===== config.mk =====
export PLATFORM = sky130hd
export DESIGN_NAME = step_interpolator_standstill_diag
export DESIGN_NICKNAME = d
export VERILOG_FILES = /design/src/verilog/step_interp_pkg.sv /design/src/verilog/step_interpolator_standstill_diag.sv /design/src/verilog/diag_pin_driver.sv
export SDC_FILE = /design/constraint.sdc
export NUM_CORES = 1
export LEC_CHECK = 0
export BUFFER_PORTS_ARGS = -buffer_cell sky130_fd_sc_hd__buf_2
export CAP_MARGIN = 20
export CORE_MARGIN = 2
export CORE_UTILIZATION = 55
export DETAILED_ROUTE_END_ITERATION = 8
export PLACE_DENSITY_LB_ADDON = 0.08
export SLEW_MARGIN = 20
export SYNTH_ARGS = -nofsm -noshare
export SYNTH_HDL_FRONTEND = slang
export SYNTH_SLANG_ARGS = --single-unit

===== constraint.sdc =====
create_clock -name clk -period 5.9 [get_ports clk]
set_input_delay 0.59 -clock clk [delete_from_list [all_inputs] [get_ports clk]]
set_output_delay 0.59 -clock clk [all_outputs]
set_load 0.02 [all_outputs]

===== src/verilog/step_interp_pkg.sv =====
// Package: constants and carrier types for the step interpolator and diagnostic outputs.
// Assumes a single 100 MHz system clock.
package step_interp_pkg;
    localparam int          CLK_HZ          = 100_000_000;
    localparam int          MSTEP_FINE      = 256;
    localparam int          PERIOD_W        = 28;
    localparam int          MAX_SUB_LOG2    = 20;
    localparam int          IDLE_LONG_LOG2  = 20;
    localparam int          IDLE_SHORT_LOG2 = 18;
    localparam int          IDLE_LONG_CLKS  = 1 << IDLE_LONG_LOG2;
    localparam int          IDLE_SHORT_CLKS = 1 << IDLE_SHORT_LOG2;
    localparam logic [9:0]  MICROSTEP_RESET = 10'h000;
    localparam logic [7:0]  CUR_RESET       = 8'h00;
    localparam logic [2:0]  DIAG_SEL_STALL  = 3'h0;
    localparam logic [2:0]  DIAG_SEL_INDEX  = 3'h1;
    localparam logic [2:0]  DIAG_SEL_CHOP   = 3'h2;
    localparam logic [2:0]  DIAG_SEL_SKIP   = 3'h3;
    localparam logic [2:0]  DIAG_SEL_STST   = 3'h4;

    typedef struct packed {
        logic       interpEnable;
        logic       dualEdgeStep;
        logic [3:0] resolutionLog2;  // 0 = 256 microsteps per full step, 8 = full step
    } chopper_config_reg_t;

    typedef struct packed {
        logic       shortIdleDetect;
        logic       externalStepMode; // 1 = step/direction, 0 = motion controller
        logic [2:0] diagZeroSel;
        logic [2:0] diagOneSel;
        logic       diagZeroPushPull;
        logic       diagOnePushPull;
    } global_config_reg_t;

    typedef struct packed {
        logic stallDetected;
        logic chopOnA;
        logic chopOnB;
        logic stepSkipped;
        logic posCompare;
        logic rampIrq;
        logic positionReachedEvent;
    } diag_sources_t;
endpackage


===== src/verilog/step_interpolator_standstill_diag.sv =====
// Step/direction interpolator with standstill detection and two diagnostic pins.
// Assumes step and direction are synchronous-sampled pins from an external controller.
// What this block does
// - Emit microsteps at 256 resolution per edge
// - Measure last period, split into microsteps
// - Each pulse gives 1 to 256 microsteps
// - Interpolate only when interpEnable set
// - Longest microstep interval is 2^20 clocks
// - Short idle detect uses 2^18 clocks
// - Set idleFlag on standstill timeout
// - Clear idleFlag on next active edge
// - Standstill selects hold current level
// - Adopt new rate after one period
// - Selectable source and drive type per pin
// - diag_out_zero low during reset
// - Stall result as a diagnostic source
// - Index while microstep counter is zero
// - Index lasts for the zero microstep
// - Chopper on-state alternating between coils
// - Skipped-step source toggles per skipped step
// - Motion mode shows compare and interrupt
// - Reset sets position reached event
// - Dual edge counts both step edges
// - Direction 0 counts up, 1 counts down
`timescale 1ns/1ps
module step_interpolator_standstill_diag
    import step_interp_pkg::*;
#(
    parameter int IDLE_LONG  = IDLE_LONG_CLKS,
    parameter int IDLE_SHORT = IDLE_SHORT_CLKS
) (
    input  wire logic                clk,
    input  wire logic                rst_n,
    input  wire logic                clkEn,
    input  wire logic                stepPulseIn,
    input  wire logic                directionIn,
    input  wire chopper_config_reg_t chopperConfig,
    input  wire global_config_reg_t  globalConfig,
    input  wire diag_sources_t       diagSources,
    input  wire logic [7:0]          runCurrentLevel,
    input  wire logic [7:0]          holdCurrentLevel,
    output logic [9:0]               microstepCounter,
    output logic                     microstepPulse,
    output logic                     idleFlag,
    output logic [7:0]               currentTarget,
    output logic                     resetSeen,
    output logic                     diagOutZero,
    output logic                     diagOutZeroOe,
    output logic                     diagOutOne,
    output logic                     diagOutOneOe
);
    // ==========================================================
    // Input synchronisers and edge detect
    logic [2:0] stepSyncFf, nxtStepSync;
    logic [1:0] dirSyncFf, nxtDirSync;
    logic       activeEdge;

    always_comb begin
        nxtStepSync = {stepSyncFf[1:0], stepPulseIn};
        nxtDirSync  = {dirSyncFf[0], directionIn};
    end

    always_ff @(posedge clk or negedge rst_n) begin
        if (!rst_n) begin
            stepSyncFf <= 3'h0;
            dirSyncFf  <= 2'h0;
        end else if (clkEn) begin
            stepSyncFf <= nxtStepSync;
            dirSyncFf  <= nxtDirSync;
        end
    end

    always_comb begin
        if (chopperConfig.dualEdgeStep)
            activeEdge = stepSyncFf[2] ^ stepSyncFf[1];
        else
            activeEdge = stepSyncFf[1] & ~stepSyncFf[2];
    end

    // ==========================================================
    // Period measurement, standstill timer and interpolation
    logic [PERIOD_W-1:0] periodCntFf, nxtPeriodCnt;
    logic [PERIOD_W-1:0] lastPeriodFf, nxtLastPeriod;
    logic [PERIOD_W-1:0] subCntFf, nxtSubCnt;
    logic [PERIOD_W-1:0] subInterval;
    logic [8:0]          remainFf, nxtRemain;
    logic [9:0]          microstepFf, nxtMicrostep;
    logic                dirFf, nxtDir;
    logic                idleFf, nxtIdle;
    logic                pulseFf, nxtPulse;
    logic                skipToggleFf, nxtSkipToggle;
    logic                chopSelFf, nxtChopSel;
    logic [8:0]          stepCount;
    logic [PERIOD_W-1:0] idleLimit;

    assign stepCount = 9'(1) << chopperConfig.resolutionLog2[3:0];
    assign idleLimit = globalConfig.shortIdleDetect ? PERIOD_W'(IDLE_SHORT)
                                                    : PERIOD_W'(IDLE_LONG);

    always_comb begin
        // Divide last period by fine steps, capped at the longest interval
        logic [PERIOD_W-1:0] raw;
        raw = lastPeriodFf >> 8;
        if (raw > PERIOD_W'(1 << MAX_SUB_LOG2))
            subInterval = PERIOD_W'(1 << MAX_SUB_LOG2);
        else if (raw == '0)
            subInterval = PERIOD_W'(1);
        else
            subInterval = raw;
    end

    always_comb begin
        nxtPeriodCnt  = periodCntFf;
        nxtLastPeriod = lastPeriodFf;
        nxtSubCnt     = subCntFf;
        nxtRemain     = remainFf;
        nxtMicrostep  = microstepFf;
        nxtDir        = dirFf;
        nxtIdle       = idleFf;
        nxtPulse      = 1'b0;
        nxtSkipToggle = skipToggleFf ^ diagSources.stepSkipped;
        nxtChopSel    = chopSelFf ^ (diagSources.chopOnA & ~diagSources.chopOnB)
                                  ^ (diagSources.chopOnB & ~diagSources.chopOnA);
        if (periodCntFf != '1)
            nxtPeriodCnt = periodCntFf + PERIOD_W'(1);
        if (periodCntFf >= idleLimit)
            nxtIdle = 1'b1;
        if (activeEdge) begin
            nxtPeriodCnt = PERIOD_W'(1);
            nxtIdle      = 1'b0;
            nxtDir       = dirSyncFf[1];
            if (idleFf)
                nxtLastPeriod = '1;
            else
                nxtLastPeriod = periodCntFf;
            if (chopperConfig.interpEnable && !idleFf && periodCntFf < (PERIOD_W'(1) << (PERIOD_W - 1))) begin
                // Outstanding microsteps of the previous step are dropped
                nxtRemain    = stepCount - 9'(1);
                nxtSubCnt    = PERIOD_W'(0);
                nxtPulse     = 1'b1;
                nxtMicrostep = dirSyncFf[1] ? microstepFf - 10'(1) : microstepFf + 10'(1);
            end else begin
                nxtRemain    = 9'h000;
                nxtPulse     = 1'b1;
                nxtMicrostep = dirSyncFf[1] ? microstepFf - 10'(stepCount)
                                            : microstepFf + 10'(stepCount);
            end
        end else if (remainFf != 9'h000) begin
            if (subCntFf + PERIOD_W'(1) >= subInterval) begin
                nxtSubCnt = PERIOD_W'(0);
                nxtRemain = remainFf - 9'(1);
                nxtPulse  = 1'b1;
                nxtMicrostep = dirFf ? microstepFf - 10'(1) : microstepFf + 10'(1);
            end else begin
                nxtSubCnt = subCntFf + PERIOD_W'(1);
            end
        end
    end

    always_ff @(posedge clk or negedge rst_n) begin
        if (!rst_n) begin
            periodCntFf  <= '0;
            lastPeriodFf <= '1;
            subCntFf     <= '0;
            remainFf     <= 9'h000;
            microstepFf  <= MICROSTEP_RESET;
            dirFf        <= 1'b0;
            idleFf       <= 1'b0;
            pulseFf      <= 1'b0;
            skipToggleFf <= 1'b0;
            chopSelFf    <= 1'b0;
        end else if (clkEn) begin
            periodCntFf  <= nxtPeriodCnt;
            lastPeriodFf <= nxtLastPeriod;
            subCntFf     <= nxtSubCnt;
            remainFf     <= nxtRemain;
            microstepFf  <= nxtMicrostep;
            dirFf        <= nxtDir;
            idleFf       <= nxtIdle;
            pulseFf      <= nxtPulse;
            skipToggleFf <= nxtSkipToggle;
            chopSelFf    <= nxtChopSel;
        end
    end

    // ==========================================================
    // Current target and reset indication
    logic [7:0] curFf, nxtCur;
    logic       resetSeenFf, nxtResetSeen;
    logic       posReachedFf, nxtPosReached;

    always_comb begin
        nxtCur        = idleFf ? holdCurrentLevel : runCurrentLevel;
        nxtResetSeen  = resetSeenFf;
        nxtPosReached = posReachedFf & diagSources.positionReachedEvent;
    end

    always_ff @(posedge clk or negedge rst_n) begin
        if (!rst_n) begin
            curFf        <= CUR_RESET;
            resetSeenFf  <= 1'b1;
            posReachedFf <= 1'b1;
        end else if (clkEn) begin
            curFf        <= nxtCur;
            resetSeenFf  <= nxtResetSeen;
            posReachedFf <= nxtPosReached;
        end
    end

    // ==========================================================
    // Diagnostic source selection
    logic indexActive, chopState, zeroActive, oneActive;

    assign indexActive = (microstepFf == 10'h000);
    assign chopState   = chopSelFf ? diagSources.chopOnB : diagSources.chopOnA;

    function automatic logic pickSource(input logic [2:0] sel, input logic idx,
                                        input logic chp, input logic skp,
                                        input logic stl, input logic ist);
        logic r;
        r = 1'b0;
        if (sel == DIAG_SEL_STALL)
            r = stl;
        else if (sel == DIAG_SEL_INDEX)
            r = idx;
        else if (sel == DIAG_SEL_CHOP)
            r = chp;
        else if (sel == DIAG_SEL_SKIP)
            r = skp;
        else if (sel == DIAG_SEL_STST)
            r = ist;
        return r;
    endfunction

    always_comb begin
        if (globalConfig.externalStepMode) begin
            zeroActive = pickSource(globalConfig.diagZeroSel, indexActive, chopState,
                                    skipToggleFf, diagSources.stallDetected, idleFf);
            oneActive  = pickSource(globalConfig.diagOneSel, indexActive, chopState,
                                    skipToggleFf, diagSources.stallDetected, idleFf);
        end else begin
            zeroActive = diagSources.posCompare | posReachedFf;
            oneActive  = diagSources.rampIrq;
        end
    end

    diag_pin_driver uDiagZero (
        .clk      (clk),
        .rst_n    (rst_n),
        .clkEn    (clkEn),
        .active   (zeroActive),
        .pushPull (globalConfig.diagZeroPushPull),
        .forceLow (1'b0),
        .pinOut   (diagOutZero),
        .pinOe    (diagOutZeroOe)
    ); // Reset pulls this pin low via the driver

    diag_pin_driver uDiagOne (
        .clk      (clk),
        .rst_n    (rst_n),
        .clkEn    (clkEn),
        .active   (oneActive),
        .pushPull (globalConfig.diagOnePushPull),
        .forceLow (1'b0),
        .pinOut   (diagOutOne),
        .pinOe    (diagOutOneOe)
    );

    assign microstepCounter = microstepFf;
    assign microstepPulse   = pulseFf;
    assign idleFlag         = idleFf;
    assign currentTarget    = curFf;
    assign resetSeen        = resetSeenFf;

    // ==========================================================
    // Assertions
    property p_idle_clear;
        @(posedge clk) disable iff (!rst_n)
        (clkEn && activeEdge) |=> !idleFf;
    endproperty
    a_idle_clear: assert property (p_idle_clear) else $error("idle flag not cleared by step edge");

    property p_idle_set;
        @(posedge clk) disable iff (!rst_n)
        (clkEn && !activeEdge && periodCntFf >= idleLimit) |=> idleFf;
    endproperty
    a_idle_set: assert property (p_idle_set) else $error("idle flag not set on timeout");

    property p_hold_current;
        @(posedge clk) disable iff (!rst_n)
        (clkEn && idleFf) |=> (curFf == $past(holdCurrentLevel));
    endproperty
    a_hold_current: assert property (p_hold_current) else $error("hold current not applied");

    property p_timer_restart;
        @(posedge clk) disable iff (!rst_n)
        (clkEn && activeEdge) |=> (periodCntFf == PERIOD_W'(1));
    endproperty
    a_timer_restart: assert property (p_timer_restart) else $error("timer not restarted");

    property p_direct_step;
        @(posedge clk) disable iff (!rst_n)
        (clkEn && activeEdge && !chopperConfig.interpEnable && !dirSyncFf[1])
            |=> (microstepFf == $past(microstepFf) + 10'($past(stepCount)));
    endproperty
    a_direct_step: assert property (p_direct_step) else $error("direct step width wrong");

    property p_down_count;
        @(posedge clk) disable iff (!rst_n)
        (clkEn && activeEdge && !chopperConfig.interpEnable && dirSyncFf[1])
            |=> (microstepFf == $past(microstepFf) - 10'($past(stepCount)));
    endproperty
    a_down_count: assert property (p_down_count) else $error("down count wrong");

    property p_rising_only;
        @(posedge clk) disable iff (!rst_n)
        (!chopperConfig.dualEdgeStep && stepSyncFf[2] && !stepSyncFf[1]) |-> !activeEdge;
    endproperty
    a_rising_only: assert property (p_rising_only) else $error("falling edge counted");

    property p_sub_interval;
        @(posedge clk) disable iff (!rst_n)
        subInterval <= PERIOD_W'(1 << MAX_SUB_LOG2);
    endproperty
    a_sub_interval: assert property (p_sub_interval) else $error("interval above limit");
endmodule // step_interpolator_standstill_diag


===== src/verilog/diag_pin_driver.sv =====
// Diagnostic pin driver: open-drain active low or push-pull active high.
// Assumes the pad resolves the wire from the output and enable.
`timescale 1ns/1ps
module diag_pin_driver
    import step_interp_pkg::*;
(
    input  wire logic clk,
    input  wire logic rst_n,
    input  wire logic clkEn,
    input  wire logic active,
    input  wire logic pushPull,
    input  wire logic forceLow,
    output logic      pinOut,
    output logic      pinOe
);
    logic outFf, nxtOut, oeFf, nxtOe;

    always_comb begin
        if (forceLow) begin
            nxtOut = 1'b0;
            nxtOe  = 1'b1;
        end else if (pushPull) begin
            nxtOut = active;
            nxtOe  = 1'b1;
        end else begin
            nxtOut = 1'b0;
            nxtOe  = active;
        end
    end

    // Reset drives the pin low so the controller can see it
    always_ff @(posedge clk or negedge rst_n) begin
        if (!rst_n) begin
            outFf <= 1'b0;
            oeFf  <= 1'b1;
        end else if (clkEn) begin
            outFf <= nxtOut;
            oeFf  <= nxtOe;
        end
    end

    assign pinOut = outFf;
    assign pinOe  = oeFf;
endmodule // diag_pin_driver


==> results of run 1 <==
[per-stage QoR]
| step | total power [mW] | std cells | hold WS [ns] | area [sq um] |
|---|---|---|---|---|
| 2_1_floorplan | 2.05 | 895 | 0.294 | 7930 |
| 3_3_place_gp | 2.33 | 1104 | 0.451 | 8320 |
| 3_5_place_dp | 2.38 | 1104 | 0.456 | 8320 |
| 4_1_cts | 3.50 | 1136 | 0.259 | 8940 |
| 5_1_grt | 3.71 | 1136 | 0.284 | 8950 |
| 6_report | 3.50 | 1136 | 0.226 | 8950 |
[cells in the mapped netlist (9+ instances only)]
master,count
a21o_1,11
a21oi_1,39
a31oi_1,10
and2_1,15
and3_1,14
and4_1,9
clkbuf_1,28
dfrtp_1,95
dfstp_2,23
ha_1,40
inv_1,46
mux2i_1,13
nand2_1,86
nand3_1,40
nand4_1,19
nor2_1,77
nor3_1,34
nor4_1,11
o21ai_0,54
o21ai_1,18
o22ai_1,11
xnor2_1,31
xor2_1,30
[per-layer routing]
metal	up-vias	GRT usage [%]	wire length [um]	part of all wire, %
li1	3326	-	-	-
met1	3332	36.2	8580	44
met2	249	43.3	9580	49
met3	39	5.36	1110	5.6
met4	0	8.01	400	2.0
met5	-	0	0	0
[cells in the final DEF (no fill, tap or decap), types with 6 or more instances in the layout]
cell and instances:
buf_2 66, o21ai_0 54, dfrtp_1 95, buf_4 8, a31oi_1 10, mux2_4 8
xor2_1 30, o22ai_1 11, nand3_1 40, nor3_1 34, or3_1 6, and3_1 14
and2_1 15, nor2_1 76, a21o_1 11, o21ai_1 18, xnor2_1 31, a21oi_1 39
dfstp_2 23, clkbuf_16 17, a22o_1 7, nor4_1 11, nand4_1 19, and4_1 9
inv_1 46, mux2i_1 13, nand2_1 85, ha_1 40
[state kept, by name (all words and copies together) (netlist names), 2 cells and up]
| name | flops |
|---|---|
| periodCntFf | 28 |
| subCntFf | 28 |
| lastPeriodFf | 20 |
| microstepCounter | 10 |
| remainFf | 9 |
| currentTarget | 8 |
| stepSyncFf | 3 |
| dirSyncFf | 2 |
[path summary, 6_finish.rpt]
kind,to,cells past startpoint,slack [ns]
worst max-delay path,subCntFf[1],14,1.41
worst min-delay path,subCntFf[23],1,0.23
worst max register to register,subCntFf[1],14,1.41
worst min register to register,posReachedFf,1,0.46
max in group asynchronous,idleFlag,2,4.40
min in group clk,uDiagOne.pinOe,3,0.40
[worst reg2reg max path, stage by stage, from the launching register on]
cell       delay [ns]
dfrtp_1          0.43
ha_1             0.28
nand4_1          0.22
nor2_1           0.41
nand3_1          0.17
xnor2_1          0.24
ha_1             0.30
a21oi_1          0.15
nand2_1          0.07
a2111oi_0        0.48
o221ai_1         0.30
a221oi_4         0.61
buf_4            0.37
nand2_1          0.18
o21ai_1          0.19
[power breakdown]
group	internal [mW]	leakage, nW	total, mW	switching [mW]
sequential	0.995	1.48	1.20	0.202
clock	0.740	0.304	1.11	0.368
combinational	0.501	2.18	1.20	0.694
[cells by family (layout without fill, tap and decap cells)]
kind of cell,count (synthesis),in the layout,share of synthesized area (%)
buffers and inverters,91,152,5.13
xor gates and xnor gates,61,61,6.73
and+or+nand+nor,350,350,22.4
other,1,1,0.0473
DFF,118,118,37.6
adders and majority gates,41,41,6.56
muxes,27,27,4.29
AOI/OAI and AO/OA,206,206,17.2
[final cells by class]
class | count | area [sq um] | share of cell area, %
multi-input combinational | 686 | 4550 | 50.8
sequential | 118 | 2980 | 33.3
clock buffer | 24 | 482 | 5.38
timing repair buffer | 74 | 390 | 4.36
tap | 180 | 225 | 2.52
inverter | 46 | 173 | 1.93
clock inverter | 8 | 146 | 1.64
==> summary.txt, run 1 <==
Finish
  • Final Net Count: 1,028
  • Share of cells above drive strength 1: 17.1%
  • Antenna cell count: 0
  • Syn-to-layout area delta: 12.8%
  • Fill cell count: 1,178
  • Final core occ: 64.0%

Logic synthesis
  • Dominant cells by area after synthesis: dfrtp_1 30%, dfstp_2 7.6%, ha_1 6.3%, nand2_1 4.1%, nor2_1 3.6%
  • EDFF count, synth: 0
  • Synth Register Bits: 118
  • Synthesis Warnings: 0
  • Gate Count Post-Synth: 895
  • Asr flop ratio synth: 100%
  • Synth Flop Type: dfrtp_1
  • Yosys top cell by area: dfrtp_1
  • Post-synth cell types: 83
  • Cell Area, Synth: 7930 sq um
  • Register area share after synthesis: 37.6%
  • Share of the synthesized area in the top cell type: 30.0%
  • Synthesized Nets: 980
  • Syn avg cell area: 8.86 sq um

Detailed routing
  • Vias per inst: 6.11
  • DRC: 0
  • Routed len/inst: 17.3 um
  • Drt pass-1 iters: 7
  • Post-route antenna net violation count: 0
  • Initial DRC Count: 514
  • Vias post-DR: 6,946
  • Post-Route WL: 19,700 um

Critical path
  • CP startpoint kind: flip-flop
  • Crit path kind: flip-flop to flip-flop
  • Max stage delay on crit path: 0.61 ns
  • Crit path max-delay family: compound AO/OA/AOI/OAI gates
  • Crit-path slowest cell: a221oi_4
  • Reg2Reg Launch Point: subCntFf[0]
  • CP arrival: 4.81 ns
  • Buf+Inv Stages, Crit Path: 1
  • Crit-path cells: ha_1 -> nand4_1 -> nor2_1 -> nand3_1 -> xnor2_1 -> ha_1 -> a21oi_1 -> nand2_1 -> a2111oi_0 -> o221ai_1 -> a221oi_4 -> buf_4 -> nand2_1 -> o21ai_1
  • Data required, critical path: 6.22 ns
  • Origin of the worst setup path: subCntFf[0]
  • CP Max Fanout: 19
  • Crit end category: flip-flop

Global route
  • Pin count of the biggest net entering global routing: 64
  • Initial antenna violation count: 0
  • Total global-route track usage: 26.7%
  • First-pass GRT wire length: 32,400 um
  • Gr ovfl total: 0
  • Vias in the first global route: 6,534

Timing
  • Peak Freq: 223 MHz
  • Final hold vios: 0
  • Setup Viol. Count Final: 0
  • Worst Tran Pin Value: 0.857 ns
  • Setup Total Neg Slack: 0 ns
  • Fin worst setup slack: 1.41 ns
  • Slew headroom: 42.8%
  • Slew Limit Fails: 0
  • Final Critical Period: 4.49 ns
  • Worst Skew: 0.00910 ns
  • Fin crit share: 76.0%
  • RSZ-0062 raised after global routing: false

Pwr
  • Max rail drop VDD: 0.324 mV
  • Power density over the cells: 391 nW/um^2
  • Leak: 3.96 nW

Die
  • Chip height: 124 um
  • Ports: 69
  • Core box area: 14,000 sq um
  • Rows: 43
  • Die area: 15,400 sq um
  • Starting Density: 56.7%
  • Die width: 124 um

Clock network
  • CTS tree: yes
  • CTS H-tree lvls: 4
  • Root Buffer: clkbuf_16
  • Clock sink count: 118
  • CTS buffer count: 17
  • Clk Latency, worst-skew pair: 0.41 ns
  • Clk slew on worst S/H paths: 0.05 ns
  • Hold buffer count at CTS: 0
  • Clock Tree Buf Depth: 2
  • Resize count post-CTS: 0
  • Setup Fix Bufs, Post-CTS: 0

Placed design
  • I/O Buffers: 67
  • Post-DP HPWL: 14,100 um
  • Place WS: 1.47 ns
  • Placer congestion estimate: 0.924

Flow run
  • Max cap viols: 0

Run status
  • Status: completed

Worst hold path
  • HP Class: input port to asynchronous set/reset pin
Power figures use the tool's default switching activity.
==> run 2: changes to the inputs <==
==> constraint.sdc (replaced) <==
create_clock -name clk -period 4.52 [get_ports clk]
set_input_delay 0.452 -clock clk [delete_from_list [all_inputs] [get_ports clk]]
set_output_delay 0.452 -clock clk [all_outputs]
set_load 0.02 [all_outputs]
==> run 2 against run 1 <==
  * Sequential share of layout area stayed put
  * Flip-flop and latch count stayed put
  * Non-clock buffer count is 4 higher
  * Register-to-register slack worse by 1.1 ns
  * Sequential power is 30% higher
  * Die area stayed put
  * Largest cell class unchanged
==> summary.txt, run 2 (same netlist as run 1, synthesis figures left out) <==
Run status
  • Status: completed (unchanged)

Global route
  • Busiest grt layer: met2 (unchanged)
  • M1 GR Usage: 35.5% (was 36.2%)
  • Met2 usage: 46.8% (was 43.3%)
  • First-pass GRT wire length: 33,500 um (was 32,400 um)
  • Pin count of the biggest net entering global routing: 56 (was 64)
  • Initial antenna violation count: 0 (unchanged)
  • Total global-route track usage: 28.0% (was 26.7%)
  • Met3 usage: 5.54% (was 5.36%)
  • Gr ovfl total: 0 (unchanged)
  • Vias in the first global route: 6,764 (was 6,534)

Finish
  • FF+latch area: 2980 sq um (unchanged)
  • Finished Cell Area: 8950 sq um (unchanged)
  • Share of cells above drive strength 1: 17.6% (was 17.1%)
  • Syn-to-layout area delta: 12.8% (unchanged)
  • Most common cell after layout, fill and taps aside: dfrtp_1 (unchanged)
  • Final Net Count: 1,032 (was 1,028)
  • Area of the multi-input gates: 4550 sq um (about the same)
  • Most frequent cells in the layout: 95 x dfrtp_1, 85 x nand2_1, 76 x nor2_1 (unchanged)
  • Top Registers: periodCntFf (28), subCntFf (28), lastPeriodFf (20) (unchanged)
  • Fill cell count: 1,169 (was 1,178)
  • Antenna cell count: 0 (unchanged)

Clock network
  • Root Buffer: clkbuf_16 (unchanged)
  • Clk slew on worst S/H paths: 0.06 ns (was 0.05 ns)
  • Clock sink count: 118 (unchanged)
  • Clock Tree Buf Depth: 2 (unchanged)
  • CTS buffer count: 17 (unchanged)
  • CTS tree: yes (unchanged)
  • CTS H-tree lvls: 4 (unchanged)
  • Clk Latency, worst-skew pair: 0.42 ns (was 0.41 ns)

Timing
  • Slew headroom: 35.6% (was 42.8%)
  • WHS: 0.249 ns (was 0.226 ns)
  • Setup Total Neg Slack: 0 ns (unchanged)
  • Slew Limit Fails: 0 (unchanged)
  • Final Critical Period: 4.17 ns (was 4.49 ns)
  • Setup Viol. Count Final: 0 (unchanged)
  • RSZ-0062 raised after global routing: false (unchanged)
  • Worst Skew: 0.0103 ns (was 0.00910 ns)
  • Fin crit share: 92.3% (was 76.0%)
  • Worst Tran Pin Value: 0.965 ns (was 0.857 ns)
  • Final hold vios: 0 (unchanged)
  • Peak Freq: 240 MHz (was 223 MHz)

Critical path
  • Crit path kind: flip-flop to flip-flop (unchanged)
  • CP Max Fanout: 20 (was 19)
  • Data required, critical path: 4.83 ns (was 6.22 ns)
  • Crit end category: flip-flop (unchanged)
  • CP startpoint kind: flip-flop (unchanged)
  • CP arrival: 4.48 ns (was 4.81 ns)

Die
  • Chip height: 124 um (unchanged)
  • Ports: 69 (unchanged)
  • Die width: 124 um (unchanged)
  • Die area: 15,400 sq um (unchanged)
  • Core box area: 14,000 sq um (unchanged)
  • Starting Density: 56.7% (unchanged)
  • Rows: 43 (unchanged)

Detailed routing
  • Vias post-DR: 7,035 (was 6,946)
  • Routed len/inst: 18.3 um (was 17.3 um)
  • Post-route antenna net violation count: 0 (unchanged)
  • DRC: 0 (unchanged)
  • Initial DRC Count: 511 (was 514)
  • Drt pass-1 iters: 5 (was 7)
  • Vias per inst: 6.17 (was 6.11)
  • Post-Route WL: 20,900 um (was 19,700 um)

Placed design
  • I/O Buffers: 67 (unchanged)
  • Placer congestion estimate: 0.928 (was 0.924)
  • Post-DP HPWL: 14,900 um (was 14,100 um)
  • Placed cell area: 8340 sq um (was 8320 sq um)

Pwr
  • Power density over the cells: 502 nW/um^2 (was 391 nW/um^2)
  • Max rail drop VDD: 0.324 mV (about the same)
  • Leak: 3.96 nW (about the same)
  • Total power after layout: 4.49 mW (was 3.50 mW)

Flow run
  • Max cap viols: 0 (unchanged)

Worst hold path
  • HP Class: input port to flip-flop (was input port to asynchronous set/reset pin)
run 2: routing by layer:
| metal | vias to the layer above | wire length (um) | part of all wire, % |
|---|---|---|---|
| li1 | 3335 | - | - |
| met1 | 3457 | 8820 | 42 |
| met5 | - | 0 | 0 |
| met2 | 200 | 10400 | 50 |
| met4 | 0 | 613 | 2.9 |
| met3 | 43 | 1010 | 4.9 |
run 2: power breakdown:
part / leakage, nW / internal [mW] / switching [mW]
combinational: 2.19 / 0.658 / 0.920
clock: 0.285 / 0.854 / 0.499
sequential: 1.48 / 1.30 / 0.259
total: 3.96 / 2.81 / 1.68
run 2: area by class of cell:
| class | count | share of cell area [%] |
|---|---|---|
| Inverter | 46 | 1.93 |
| Clock buffer | 21 | 5.26 |
| Clock inverter | 11 | 1.38 |
| Timing Repair Buffer | 78 | 4.73 |
| Tap cell | 180 | 2.52 |
| Multi-Input combinational cell | 686 | 50.9 |
| Sequential cell | 118 | 33.3 |
run 2: final timing paths:
| kind | start | end | slack (ns) | cells past startpoint |
|---|---|---|---|---|
| hold / removal | globalConfig[0] | uDiagOne.pinOe | 0.25 | 3 |
| setup / recovery | subCntFf[0] | microstepCounter[8] | 0.35 | 14 |
| setup reg to reg | subCntFf[0] | microstepCounter[8] | 0.35 | 14 |
| hold reg to reg | posReachedFf | posReachedFf | 0.47 | 1 |
| max in group asynchronous | rst_n | periodCntFf[0] | 3.09 | 3 |
| min in group asynchronous | rst_n | subCntFf[20] | 0.46 | 2 |
run 2: stage by stage:
stage,util [%],setup slack (ns),instances
after detailed placement,59.6,0.319,1107
after global routing,64.0,0.0462,1140
after floorplan,-,0.853,895
after CTS,63.9,0.287,1140
after global placement,59.6,0.692,1107
final,64.0,0.350,1140
run 2: critical path: stages (launching register included):
cell	delay (ns)
dfrtp_1	0.45
ha_1	0.31
nand4_1	0.20
nor4_2	0.48
nand3_1	0.16
xnor2_1	0.22
ha_1	0.27
nand4_1	0.14
a31oi_1	0.09
a2111oi_1	0.46
o221ai_1	0.27
a221oi_4	0.31
a21oi_2	0.09
buf_4	0.27
mux2_4	0.32
run 2: what timing repair did:
item	in CTS	in global routing
setup buffers	0	0
setup endpoints to repair	0	13
resized for setup	0	1
hold buffers	1	0
endpoints found under the hold margin	20	0
